--- src/hdl/ddt_pkg.sv ---
package ddt_pkg;

    // Instruction-level write ports of the core.
    typedef struct packed {
        logic       wr_a_mode;
        logic       wr_b_mode;
        logic       wr_a_low;
        logic       wr_a_high;
        logic       wr_b_low;
        logic       wr_b_high;
        logic [3:0] data;
    } ddt_wr_t;

    // Flag-register commands from the core.
    typedef struct packed {
        logic       wr_ief;
        logic       wr_hef;
        logic       wr_pef;
        logic       clr_evf;
        logic       en_int;
        logic       irq_global_disable_instr;
        logic [7:0] data;
    } ddt_flag_cmd_t;

    localparam int unsigned SYS_CLK_HZ    = 20000000;
    localparam int unsigned SUB_OSC_MHZ_X = 32768;
    localparam int unsigned PRESC_B_DIV   = 64;
    localparam int unsigned PRESC_A_SLOW  = 1024;
    localparam int unsigned PRESC_A_FAST  = 4;
    localparam int unsigned PRESC_W       = 10;

    localparam int unsigned MODE_CLK_SEL  = 0;
    localparam int unsigned MODE_SRC_SUB  = 1;
    localparam int unsigned MODE_PIN_SEL  = 2;
    localparam int unsigned MODE_START    = 3;
    localparam logic [3:0]  MODE_RESET    = 4'h0;

    localparam int unsigned EVF_TIMER_A   = 1;
    localparam int unsigned EVF_TIMER_B   = 7;
    localparam int unsigned N_SRC         = 8;
    localparam logic [7:0]  FLAGS_RESET   = 8'h00;
    localparam logic [7:0]  COUNT_RESET   = 8'h00;
    localparam logic [7:0]  UNDERFLOW_AT  = 8'h00;

    localparam logic [9:0]  VECTOR_BASE   = 10'h004;
    localparam logic [9:0]  VECTOR_STEP   = 10'h004;
    localparam logic [9:0]  VECTOR_LAST   = 10'h023;

endpackage

--- src/hdl/ddt_timer_irq.sv ---
// Operation
// - Counter B is an 8-bit down-counter stepping once per selected input clock.
// - Mode bits 0 and 1 choose system clock, divide-by-64, or sub-oscillator.
// - After reset counter B is stopped, with the undivided system clock selected.
// - Writing either preset half stores to reload buffer and clears start bit.
// - Setting start copies buffer into counter, starts counting, clears flag 7.
// - Underflow 00 to FF sets flag 7, reloads and keeps counting.
// - Underflow requests interrupt if enable 7, releases hold if hold enable 7.
// - Mode bit 2 selects pin source: external generator or counter B tone.
// - Tone frequency is input clock over preset plus one, halved.
// - Underflow period is preset plus one input clock periods.
// - Mode bit 3 is counter B run control.
// - Counter B mode register is four write-only bits.
// - Counter A mode bit 0 selects system clock over 4 or over 1024.
// - Counter A mode bits 1 and 2 are reserved and unused.
// - Counter A mode bit 3 halts when low, counts down when high.
// - Interrupt requested when event flag meets enable, and port enable for ports.
// - Vector addresses lie between 004H and 023H.
// - Taking a vector clears that event flag and blocks further interrupts.
// - Interrupt in hold releases it temporarily, then hold resumes after service.
// - Writing counter A preset stops it, clears start, loads counter directly.
// - Counter A underflow 00 to FF stops it without reload and sets flag 1.
// - Event flags set by hardware, cleared by software or by their interrupt.
module ddt_timer_irq (
    // Clock and reset
    input  wire logic                   i_clk,
    input  wire logic                   i_rst,
    // Core register writes and flag commands
    input  wire ddt_pkg::ddt_wr_t       i_wr,
    input  wire ddt_pkg::ddt_flag_cmd_t i_cmd,
    // Core interrupt handshake and hold state
    input  wire logic                   i_irq_ack,
    input  wire logic                   i_in_hold,
    input  wire logic                   i_ret_from_isr,
    // Other event sources and pin inputs
    input  wire logic [7:0]             i_ext_events,
    input  wire logic [7:0]             i_port_src_mask,
    input  wire logic                   i_sub_osc_clock,
    input  wire logic                   i_pin_gen_wave,
    // Outputs
    output logic                        o_irq_req,
    output logic [9:0]                  o_irq_vector,
    output logic                        o_hold_release,
    output logic                        o_hold_resume,
    output logic [7:0]                  o_event_flags,
    output logic [7:0]                  o_hold_cause,
    output logic                        o_multi_function_out_pin
);

    typedef enum logic [2:0] {
        ST_IDLE = 3'b001,
        ST_ISR  = 3'b010,
        ST_HISR = 3'b100
    } ddt_irq_st_t;

    localparam int unsigned PRESC_W_L = ddt_pkg::PRESC_W;

    logic [3:0]           a_mode_q;
    logic [3:0]           a_mode_d;
    logic [3:0]           b_mode_q;
    logic [3:0]           b_mode_d;
    logic [7:0]           a_cnt_q;
    logic [7:0]           a_cnt_d;
    logic [7:0]           b_cnt_q;
    logic [7:0]           b_cnt_d;
    logic [7:0]           b_buf_q;
    logic [7:0]           b_buf_d;
    logic [PRESC_W_L-1:0] presc_q;
    logic [PRESC_W_L-1:0] presc_d;
    logic                 sub_s1_q;
    logic                 sub_s2_q;
    logic                 sub_s3_q;
    logic                 tone_q;
    logic                 tone_d;
    logic [7:0]           evf_q;
    logic [7:0]           evf_d;
    logic [7:0]           ief_q;
    logic [7:0]           ief_d;
    logic [7:0]           hef_q;
    logic [7:0]           hef_d;
    logic [7:0]           pef_q;
    logic [7:0]           pef_d;
    logic [7:0]           hcf_q;
    logic [7:0]           hcf_d;
    logic                 gie_q;
    logic                 gie_d;
    ddt_irq_st_t          st_q;
    ddt_irq_st_t          st_d;
    logic [9:0]           vec_q;
    logic [9:0]           vec_d;
    logic                 req_q;
    logic                 req_d;
    logic                 tick_b;
    logic                 tick_a;
    logic                 uf_a;
    logic                 uf_b;
    logic                 b_start_rise;
    logic [7:0]           hw_set;
    logic [7:0]           pend;
    logic [2:0]           win;
    logic                 any_pend;

    // Prescaler and sub-oscillator edge as count enables.
    // One free-running prescaler feeds both counters, so no divided clock is ever built.
    always_comb begin
        presc_d = presc_q + 1'b1;
        tick_b  = 1'b1;
        tick_a  = 1'b0;
        if (b_mode_q[ddt_pkg::MODE_SRC_SUB]) begin
            tick_b = sub_s2_q & ~sub_s3_q;
        end else if (b_mode_q[ddt_pkg::MODE_CLK_SEL]) begin
            tick_b = presc_q[5:0] == 6'h3f;
        end
        if (a_mode_q[ddt_pkg::MODE_CLK_SEL]) begin
            tick_a = presc_q == 10'h3ff;
        end else begin
            tick_a = presc_q[1:0] == 2'h3;
        end
    end

    // Mode registers, counters, reload buffer and tone.
    always_comb begin
        a_mode_d     = a_mode_q;
        b_mode_d     = b_mode_q;
        a_cnt_d      = a_cnt_q;
        b_cnt_d      = b_cnt_q;
        b_buf_d      = b_buf_q;
        tone_d       = tone_q;
        uf_a         = 1'b0;
        uf_b         = 1'b0;
        b_start_rise = 1'b0;
        if (a_mode_q[ddt_pkg::MODE_START] && tick_a) begin
            a_cnt_d = a_cnt_q - 8'h01;
            if (a_cnt_q == ddt_pkg::UNDERFLOW_AT) begin
                uf_a                      = 1'b1;
                a_mode_d[ddt_pkg::MODE_START] = 1'b0;
            end
        end
        if (b_mode_q[ddt_pkg::MODE_START] && tick_b) begin
            b_cnt_d = b_cnt_q - 8'h01;
            if (b_cnt_q == ddt_pkg::UNDERFLOW_AT) begin
                uf_b    = 1'b1;
                b_cnt_d = b_buf_q;
                tone_d  = ~tone_q;
            end
        end
        if (i_wr.wr_a_mode) begin
            a_mode_d = {i_wr.data[3], 2'b00, i_wr.data[0]};
        end
        if (i_wr.wr_b_mode) begin
            b_mode_d = i_wr.data;
            if (i_wr.data[ddt_pkg::MODE_START] && !b_mode_q[ddt_pkg::MODE_START]) begin
                b_start_rise = 1'b1;
                b_cnt_d      = b_buf_q;
            end
        end
        if (i_wr.wr_a_low || i_wr.wr_a_high) begin
            a_mode_d[ddt_pkg::MODE_START] = 1'b0;
            if (i_wr.wr_a_low) begin
                a_cnt_d = {a_cnt_q[7:4], i_wr.data};
            end else begin
                a_cnt_d = {i_wr.data, a_cnt_q[3:0]};
            end
        end
        if (i_wr.wr_b_low || i_wr.wr_b_high) begin
            b_mode_d[ddt_pkg::MODE_START] = 1'b0;
            if (i_wr.wr_b_low) begin
                b_buf_d = {b_buf_q[7:4], i_wr.data};
            end else begin
                b_buf_d = {i_wr.data, b_buf_q[3:0]};
            end
        end
    end

    // Event flags, enables and hold causes; hardware set beats clear.
    always_comb begin
        hw_set = i_ext_events;
        hw_set[ddt_pkg::EVF_TIMER_A] = uf_a;
        hw_set[ddt_pkg::EVF_TIMER_B] = uf_b;
        evf_d = evf_q;
        if (i_cmd.clr_evf) begin
            evf_d = evf_q & ~i_cmd.data;
        end
        if (st_q == ST_IDLE && req_q && i_irq_ack) begin
            evf_d[win] = 1'b0;
        end
        if (b_start_rise) begin
            evf_d[ddt_pkg::EVF_TIMER_B] = 1'b0;
        end
        evf_d = evf_d | hw_set;
        ief_d = i_cmd.wr_ief ? i_cmd.data : ief_q;
        hef_d = i_cmd.wr_hef ? i_cmd.data : hef_q;
        pef_d = i_cmd.wr_pef ? i_cmd.data : pef_q;
        hcf_d = (hcf_q & evf_d & hef_d) | (hw_set & hef_q);
    end

    // Pending sources and fixed priority, lowest index first.
    // The vector is registered with the request, so both reach the core together.
    always_comb begin
        pend = evf_q & ief_q & (~i_port_src_mask | pef_q);
        win  = 3'd0;
        for (int i = ddt_pkg::N_SRC - 1; i >= 0; i--) begin
            if (pend[i]) begin
                win = 3'(i);
            end
        end
        any_pend = |pend;
    end

    // Interrupt sequencing and hold interplay.
    always_comb begin
        st_d  = st_q;
        gie_d = gie_q;
        vec_d = vec_q;
        req_d = 1'b0;
        if (i_cmd.en_int || i_cmd.wr_ief) begin
            gie_d = 1'b1;
        end
        if (i_cmd.irq_global_disable_instr) begin
            gie_d = 1'b0;
        end
        unique case (st_q)
            ST_IDLE: begin
                req_d = gie_q & any_pend;
                vec_d = ddt_pkg::VECTOR_BASE + 10'(win) * ddt_pkg::VECTOR_STEP;
                if (req_q && i_irq_ack) begin
                    req_d = 1'b0;
                    gie_d = 1'b0;
                    st_d  = i_in_hold ? ST_HISR : ST_ISR;
                end
            end
            ST_ISR: begin
                if (i_ret_from_isr) begin
                    st_d = ST_IDLE;
                end
            end
            ST_HISR: begin
                if (i_ret_from_isr) begin
                    st_d = ST_IDLE;
                end
            end
        endcase
    end

    // Registers only; every next value except the sub-oscillator synchroniser stages is formed in the processes above.
    always_ff @(posedge i_clk) begin
        if (i_rst) begin
            a_mode_q <= ddt_pkg::MODE_RESET;
            b_mode_q <= ddt_pkg::MODE_RESET;
            a_cnt_q  <= ddt_pkg::COUNT_RESET;
            b_cnt_q  <= ddt_pkg::COUNT_RESET;
            b_buf_q  <= ddt_pkg::COUNT_RESET;
            presc_q  <= '0;
            sub_s1_q <= 1'b0;
            sub_s2_q <= 1'b0;
            sub_s3_q <= 1'b0;
            tone_q   <= 1'b0;
            evf_q    <= ddt_pkg::FLAGS_RESET;
            ief_q    <= ddt_pkg::FLAGS_RESET;
            hef_q    <= ddt_pkg::FLAGS_RESET;
            pef_q    <= ddt_pkg::FLAGS_RESET;
            hcf_q    <= ddt_pkg::FLAGS_RESET;
            gie_q    <= 1'b0;
            st_q     <= ST_IDLE;
            vec_q    <= ddt_pkg::VECTOR_BASE;
            req_q    <= 1'b0;
        end else begin
            a_mode_q <= a_mode_d;
            b_mode_q <= b_mode_d;
            a_cnt_q  <= a_cnt_d;
            b_cnt_q  <= b_cnt_d;
            b_buf_q  <= b_buf_d;
            presc_q  <= presc_d;
            sub_s1_q <= i_sub_osc_clock;
            sub_s2_q <= sub_s1_q;
            sub_s3_q <= sub_s2_q;
            tone_q   <= tone_d;
            evf_q    <= evf_d;
            ief_q    <= ief_d;
            hef_q    <= hef_d;
            pef_q    <= pef_d;
            hcf_q    <= hcf_d;
            gie_q    <= gie_d;
            st_q     <= st_d;
            vec_q    <= vec_d;
            req_q    <= req_d;
        end
    end

    assign o_irq_req                = req_q;
    assign o_irq_vector             = vec_q;
    assign o_event_flags            = evf_q;
    assign o_hold_cause             = hcf_q;
    assign o_hold_release           = (|hcf_q) | (st_q == ST_HISR);
    assign o_hold_resume            = (st_q == ST_HISR) && i_ret_from_isr;
    assign o_multi_function_out_pin = b_mode_q[ddt_pkg::MODE_PIN_SEL] ? tone_q : i_pin_gen_wave;

endmodule

--- config.mk ---
export PLATFORM = sky130hd
export DESIGN_NAME = ddt_timer_irq
export DESIGN_NICKNAME = d
export VERILOG_FILES = /design/src/hdl/ddt_pkg.sv /design/src/hdl/ddt_timer_irq.sv
export SDC_FILE = /design/constraint.sdc
export NUM_CORES = 1
export LEC_CHECK = 0
export ABC_AREA = 1
export BUFFER_PORTS_ARGS = -buffer_cell sky130_fd_sc_hd__buf_2
export CAP_MARGIN = 10
export CORE_AREA = 5 5 118 87
export DETAILED_ROUTE_END_ITERATION = 8
export DIE_AREA = 0 0 123 92
export PLACE_DENSITY = 0.71
export SLEW_MARGIN = 20
export SYNTH_ARGS = -nofsm -noshare
export SYNTH_HDL_FRONTEND = slang
export SYNTH_SLANG_ARGS = --single-unit
export TNS_END_PERCENT = 50
--- constraint.sdc ---
create_clock -name i_clk -period 4 [get_ports i_clk]
set_clock_uncertainty 0.05 [all_clocks]
set_input_delay 0.2 -clock i_clk [delete_from_list [all_inputs] [get_ports i_clk]]
set_output_delay 0.2 -clock i_clk [all_outputs]
set_load 0.1 [all_outputs]
# Word-level counts from Yosys, hierarchy flattened
# Cells that the tools add are included.
# totals
reg_bits	99
input_bits	47
output_inout_bits	30
word_cells	131
# classes
n_addsub	4
order_cmp	2
n_eq_ne	10
muxes	42
n_bitwise	20
reduce_logical	30
# op_table
operator	count
$mux 8	10
$and 8x8->8	7
$mux 3	11
$not 8->8	3
$or 8x8->8	3
$mux 1	18
$logic_not 8->1	2
$reduce_or 8->1	2
$sub 8x1->8 const B	2
$reduce_and 2->1	7
$add 10x1->10 const B	1
$eq 10x10->1 const B	1
$logic_and 1x1->1	8
$add 3x5->6 const A	1
$eq 6x6->1 const B	1
$pmux 3 s2	1
$reduce_bool 2->1	3
$reduce_or 2->1	3
$lt 3x4->1 const B	1
$mux 4	1
$ne 2x1->1 const B	2
$ne 2x2->1 const B	2
$not 1->1	4
$demux 1 s3	1
10 further kinds	13

# Depth between registers and ports, before layout
# Gate-level depths: netlist (run 1).
# logic_depth
ltp_word	23
depth_mapped	15

# Least setup slack after synthesis (run 1)
# No wires, ideal clock.
# synth_timing
path_kind	flip-flop to flip-flop
from	reg evf_q[0] (netlist: o_event_flags[0])
to	reg hcf_q[3] (netlist: o_hold_cause[3])
setup_time_ns	0.112
t_arrival_ns	2.021
slack_ns	1.816
path_stages_with_launch	12
path_buffers	0
path_cell_list	dfxtp_1 -> nand3_1 -> nand2_1 -> nor2_1 -> nand2_1 -> nand2_1 -> nor2_1 -> nand3_1 -> nand2_1 -> nand2_1 -> nand2_1 -> nand2_1
# synth_via
elab_chain_len	14
# synth_rtl
element	line	text
start: declaration	ddt_timer_irq.sv:75	logic [7:0] evf_q;
start signal: assignment	ddt_timer_irq.sv:258	evf_q <= ddt_pkg::FLAGS_RESET;
start signal: assignment	ddt_timer_irq.sv:278	evf_q <= evf_d;
$and 8x8->8 * (2 in a row)	ddt_timer_irq.sv:200	pend = evf_q & ief_q & (~i_port_src_mask | pef_q);
$mux 3 *	ddt_timer_irq.sv:203	if (pend[i]) begin
$lt 3x4->1 (implied by the code) or $ge 3x1->1 (tied branches)	ddt_timer_irq.sv:185	evf_d[win] = 1'b0;
$logic_and 1x1->1 (implied by the code)	ddt_timer_irq.sv:185	
$mux 1 (implied by the code)	ddt_timer_irq.sv:185	
$demux 1 s3 *	ddt_timer_irq.sv:185	
$not 8->8 (no source line) *	--	
$and 8x8->8 (no source line) *	--	
$mux 8 *	ddt_timer_irq.sv:184	if (st_q == ST_IDLE && req_q && i_irq_ack) begin
$or 8x8->8 *	ddt_timer_irq.sv:190	evf_d = evf_d | hw_set;
$and 8x8->8 * (2 in a row)	ddt_timer_irq.sv:194	hcf_d = (hcf_q & evf_d & hef_d) | (hw_set & hef_q);
$or 8x8->8 *	ddt_timer_irq.sv:194	
end signal: assignment	ddt_timer_irq.sv:262	hcf_q <= ddt_pkg::FLAGS_RESET;
end: declaration	ddt_timer_irq.sv:83	logic [7:0] hcf_q;
# Every way passes the cells marked *; elsewhere a longest branch is shown, timed or not.
# A chain may end at the register's enable or synchronous reset.

# Final worst setup path (run 1)
# layout_timing
from	reg hcf_q[6] (netlist: o_hold_cause[6])
to	out o_hold_release
# layout_via
elab_chain_len	2
# layout_rtl
element	line	text
$reduce_or 8->1	ddt_timer_irq.sv:294	assign o_hold_release = (|hcf_q) | (st_q == ST_HISR);
$or 1x1->1	ddt_timer_irq.sv:294	
end: declaration	ddt_timer_irq.sv:43	output logic o_hold_release,
# Every way passes these cells.

==> results of run 1 <==
-- metal layers --
metal | share of wire (%) | wire length, um | GRT usage (%) | vias up
li1 | - | - | - | 2112
met1 | 49 | 5280 | 28.3 | 1830
met2 | 42 | 4500 | 28.5 | 120
met3 | 8.0 | 867 | 6.21 | 13
met4 | 1.1 | 122 | 4.98 | 0
met5 | 0 | 0 | 0 | -
-- sequential cells by signal, indices dropped and copies added, names as in the netlist --
register and cells:
b_buf_q 8, ief_q 8, sub_s2_q 1, o_event_flags 8
o_irq_vector 4, o_hold_cause 8, a_cnt_q 8, b_mode_q 4
hef_q 8, presc_q 10, sub_s1_q 1, o_irq_req 1
st_q 3, b_cnt_q 8, gie_q 1, tone_q 1
sub_s3_q 1, pef_q 8, a_mode_q 2
-- timing repair --
| item | CTS | global route |
|---|---|---|
| setup endpoints to repair | 0 | 0 |
| hold buffers | 2 | 0 |
| endpoints found under the hold margin | 2 | 0 |
| resized for setup | 0 | 0 |
| buffers inserted | 0 | 0 |
-- metrics by stage --
stage	setup slack (ps)	power (uW)	utilization (%)	instances	instance area, um^2
4_1_cts	1860	2630	57.7	810	5130
3_3_place_gp	2120	1700	53.9	793	4790
2_1_floorplan	1820	1590	-	620	4390
6_report	1910	2610	57.7	810	5130
3_5_place_dp	1990	1720	53.9	793	4790
5_1_grt	1560	2720	57.7	810	5130
-- power by group through the flow --
stage / Sequential, uW / Combinational (uW) / Clock [uW]
5_1_grt: 1070 / 701 / 954
2_1_floorplan: 1260 / 333 / 0
3_3_place_gp: 1080 / 628 / 0
4_1_cts: 1060 / 646 / 923
3_5_place_dp: 1080 / 642 / 0
6_report: 1060 / 645 / 905
-- cells by family after synthesis --
group           count (synthesis)  share of synthesized area, %
fa+ha+maj                       4                          1.15
xor+xnor                        6                          1.20
simple gates                  260                          27.0
flops                          93                          42.6
mux                             2                         0.458
other cells                     1                        0.0859
buf+inv                       111                          10.1
compound gates                138                          17.4
-- worst register-to-register path: stages (launching register included) --
cell and delay (ps):
dfxtp_1 360, ha_1 230, nand2_2 100, nor2_4 150
nand2_1 120, nand3_2 100, nand2_2 110, inv_2 130
nand2_2 120, nand2_4 120, inv_2 80, o21ai_0 180
a21oi_1 60
-- final cells by class --
| class | count | area share, % |
|---|---|---|
| Clock buffer | 11 | 4.74 |
| Sequential cell | 93 | 36.3 |
| Multi-Input combinational cell | 416 | 40.6 |
| Clock inverter | 4 | 1.42 |
| Timing Repair Buffer | 71 | 7.18 |
| Tap cell | 124 | 3.03 |
| Inverter | 91 | 6.71 |
-- worst paths after layout --
path              depth (start not counted)                    end                        from
setup reg to reg                         12  b_cnt_q[3]$_SDFF_PP0_       presc_q[0]$_SDFF_PP0_
hold / removal                            3    sub_s1_q$_SDFF_PP0_             i_sub_osc_clock
hold reg to reg                           2    sub_s2_q$_SDFF_PP0_         sub_s1_q$_SDFF_PP0_
setup / recovery                          3         o_hold_release  o_hold_cause[6]$_SDFF_PP0_
-- placed cells by master, fill, tap and decap left out, types with 3 or more instances in the layout --
cell type	count
a21boi_0	7
a21oi_1	59
buf_2	68
clkbuf_16	9
conb_1	6
dfxtp_1	93
ha_1	4
inv_1	85
inv_2	3
nand2_1	123
nand2_2	4
nand3_1	31
nand4_1	3
nor2_1	68
nor2_4	3
nor3_1	8
nor4_1	4
o211ai_1	3
o21a_1	4
o21ai_0	54
o22ai_1	4
xnor2_1	4
==> flow_summary.toml, run 1 <==
[run_status]
status = "complete, no violations"

[yosys]
ys_async_sr_fraction_pct = 0
ys_types = 41
syn_inst = 615
ys_ff_latch = 93
synth_seq_area_share_pct = 42.6
avgSynthCellArea_um2 = 7.10
netlist_area_um2 = 4370
yosys_warnings = 0
ys_top_cells_by_count = "123 x nand2_1, 93 x dfxtp_1, 85 x inv_1"
synth_edf_count = 0
yosys.area.top_type = "dfxtp_1"
synth_most_common_cell = "nand2_1"
yosysTopAreaCellShare_pct = 42.6
synthFlopType = "dfxtp_1"
synthTopCellsByArea = "dfxtp_1 43%, nand2_1 11%, inv_1 7.3%, a21oi_1 6.8%, o21ai_0 6.2%"

[global_route]
grt_max_degree = 52
grt-ovfl-total = 0
antenna_found_initial = 0
grt_pass1_wl_um = 17700
grt.total_usage_pct = 19.6
grt_pass1_vias = 3738

[die]
core_um2 = 8890
initial_core_util_pct = 49.1
die_w_um = 123
fp-row-count = 29
die_h_um = 92
io_pins = 77
dieArea_um2 = 11300

[timing]
hold_ws_ps = 17.6
period_needed_ps = 2090
fin_crit_sh_pct = 52.3
maxSlewViolCount = 0
worstMarginPinSlew_ps = 828
timing.slew.headroom_pct = 44.8
setup_violations = 0
rsz0062_at_grt = "false"
setup_tns_ps = 0
hold_viol = 0
fmax_ghz = 0.478

[power]
seqPwrFrac_pct = 40.6
p_comb_share_pct = 24.7
ir_worst_vdd_v = 0.000349
p_sw_share_pct = 34.0
clockPowerShare_pct = 34.7
p_leak_uw = 0.00243
p_per_area_nw_per_um2 = 509
p_int_uw = 1720
power_switching_uw = 888

[critical_path]
cp_slowest_cell = "nor4_1"
cp.arrival_ps = 1840
critical_path.startpoint_type = "flip-flop"
crit_fanout = 3
worst_setup_path_end_kind = "output port"
path_cells = "nor4_1, nand3_1, buf_2"
worstPathBufferInverterCount = 1
cpLargestDelayFamily = "simple AND/OR/NAND/NOR gates"
max_stage_delay_ps = 690
r2r_setup_slack_ps = 1970
cp.required_ps = 3750
critPathKind = "reg2out"

[clocking]
cts_tree = "yes"
cts_sinks = 93
cts_root_buffer = "clkbuf_16"
clockBufferDepth = 2
clock_latency_ps = 340
numCtsBuffers = 9
clkTransAtPathRegs_ps = 60
cts-htree-levels = 3

[finish]
drive_gt1_share_pct = 15.5
diodes = 0
final_nets = 733
area_delta_synth_final_pct = 17.4
multiInputGateArea_um2 = 2080
n_fill_cell = 862
seq_area_um2 = 1860

[routing]
drt_wl_total_um = 10800
drc = 0
dr.pass1.iters = 5
vias = 4075
drt_iter0_markers = 320
wl_per_cell_um = 13.3
ant_nets = 0
vias_per_cell = 5.03

[min_path]
hold_class = "in2reg"

[placement]
place_hpwl_um = 8060
numPortBuffers = 68
gp_congestion = 0.842

[flow_run]
maxCapViolations = 0
(Power assumes the default switching activity.)
==> run 2: changes to the inputs <==
==> constraint.sdc (replaced) <==
create_clock -name i_clk -period 2 [get_ports i_clk]
set_clock_uncertainty 0.05 [all_clocks]
set_input_delay 0.1 -clock i_clk [delete_from_list [all_inputs] [get_ports i_clk]]
set_output_delay 0.1 -clock i_clk [all_outputs]
set_load 0.1 [all_outputs]
==> run 2 against run 1 <==
- setup slack lost 1800 ps
- die area is the same
- clock power grew 90%
- sequential share of layout area shrank 1.2 points
- hold slack lost 13 ps
- combinational power grew 110%
- routed wire length grew 4.8%
- register-to-register slack lost 1800 ps
- cell count grew 2.6%
- non-clock buffer count grew 20
- via count grew 4.4%
- first-iteration DRC count shrank 12%
- largest power group unchanged
==> flow_summary.toml, run 2 (synthesized netlist as in run 1, its figures left out) <==
[die]
io_pins = 77
die_h_um = 92
fp-row-count = 29
core_um2 = 8890
die_w_um = 123
dieArea_um2 = 11300
initial_core_util_pct = 49.1

[clocking]
clock_latency_ps = 340
clkTransAtPathRegs_ps = 60
cts_sinks = 93
cts-htree-levels = 3
numCtsBuffers = 9
clockBufferDepth = 2
cts_root_buffer = "clkbuf_16"
cts_tree = "yes"

[global_route]
grt_pass1_wl_um = 18200
grt_pass1_vias = 3926
grt-ovfl-total = 0
grt_max_degree = 54
use_met1_pct = 29.1
use_met3_pct = 5.54
gr-usage-met2_pct = 30.3
grt-busiest-layer = "met2"
grt.total_usage_pct = 20.3
antenna_found_initial = 0

[placement]
place_hpwl_um = 8100
gp_congestion = 0.863
pre_cts_slack_ps = 88.3
numPortBuffers = 68
dpl_cell_area_um2 = 4840
place_inst = 797

[routing]
drt_wl_total_um = 11300
drt_iter0_markers = 283
vias = 4256
dr.pass1.iters = 4
drc = 0
wl_per_cell_um = 13.6
ant_nets = 0
vias_per_cell = 5.12

[timing]
fin_crit_sh_pct = 93.5
fmax_ghz = 0.535
setup_violations = 0
period_needed_ps = 1870
fin_ws_ps = 130
hold_viol = 0
maxSlewViolCount = 0

[finish]
postLayoutCoreUtil_pct = 59.9
area_delta_synth_final_pct = 22.0
drive_gt1_share_pct = 17.7
regMostFlops = "presc_q"
final_cells = 831
finalInstanceArea_um2 = 5330
final_nets = 753
layout_commonest_cell = "nand2_1"
layout_common_cells = "123 x nand2_1, 85 x inv_1, 85 x dfxtp_1"
diodes = 0
largest_register_ffs = 10

[critical_path]
worst_setup_path_end_kind = "flip-flop"
critPathKind = "reg2reg"
r2r-start = "presc_q[0]$_SDFF_PP0_"
critPathLaunch = "presc_q[0]$_SDFF_PP0_"
crit_fanout = 5
cp.required_ps = 2180
cp.arrival_ps = 2050
cp_slowest_cell = "dfxtp_1"
critical_path.startpoint_type = "flip-flop"
max_stage_delay_ps = 360
path_cells = "ha_2, nand2_2, nor2_4, nand2_1, nand3_2, nand2_4, nor2_4, nand3_2, o21ai_1, nand2_1, nor2_1, nor2_1"

[power]
ir_worst_vdd_v = 0.000719
p_comb_share_pct = 26.2
p_int_uw = 3370
clockPowerShare_pct = 33.0
p_per_area_nw_per_um2 = 976
p_leak_uw = 0.00251
p_sw_share_pct = 35.2
power_switching_uw = 1830
seqPwrFrac_pct = 40.8

[run_status]
status = "complete, no violations"

[flow_run]
maxCapViolations = 0

[min_path]
hold_class = "in2reg"
hold_path.startpoint = "i_ext_events[0]"
-- run 2: path summary, 6_finish.rpt --
path                                              endpoint  slack, ps  depth (start not counted)
worst max-delay path                 b_cnt_q[6]$_SDFF_PP0_        130                         12
worst min register to register         sub_s2_q$_SDFF_PP0_        370                          2
worst min-delay path            o_hold_cause[0]$_SDFF_PP0_          5                          3
worst max register to register       b_cnt_q[6]$_SDFF_PP0_        130                         12
-- run 2: repair_timing --
item	in CTS	in global routing
resized for setup	0	7
hold endpoints to repair	21	0
setup endpoints to repair	0	5
hold buffers	15	0
buffers inserted	0	3
-- run 2: metal layers --
layer / up-vias / wire (um)
met5: - / 0
li1: 2150 / -
met4: 0 / 89
met1: 1942 / 5410
met3: 9 / 900
met2: 155 / 4890
-- run 2: power by group through the flow --
stage | sequential [uW] | combinational (uW) | clock, uW
after CTS | 2120 | 1350 | 1750
after detailed placement | 2160 | 1320 | 0
after floorplan | 2530 | 668 | 0
after global routing | 2140 | 1460 | 1850
after global placement | 2150 | 1290 | 0
final | 2120 | 1360 | 1720
-- run 2: final cells by class --
type,count,area [um^2]
repair buffers,91,551
well taps,124,155
flip-flops and latches,93,1870
clock inverters,5,60.1
multi-input cells,416,2100
inverters,91,347
fillers,825,3560
clock buffers,11,243
-- run 2: critical path: cells and delay by family (launching register included) --
family | cells | cell delay (ps)
AND/OR/NAND/NOR | 10 | 1010
AO/OA/AOI/OAI | 1 | 130
adder cells (fa/ha/maj) | 1 | 210
flip-flops | 1 | 360
-- run 2: per-stage QoR --
stage / TNS, ps / hold slack, ps / total power, uW
after CTS: 0 / 1.11 / 5230
after detailed placement: 0 / 220 / 3470
after floorplan: 0 / 129 / 3190
after global placement: 0 / 224 / 3440
after global routing: -7.99 / 9.65 / 5450
final: 0 / 4.62 / 5200
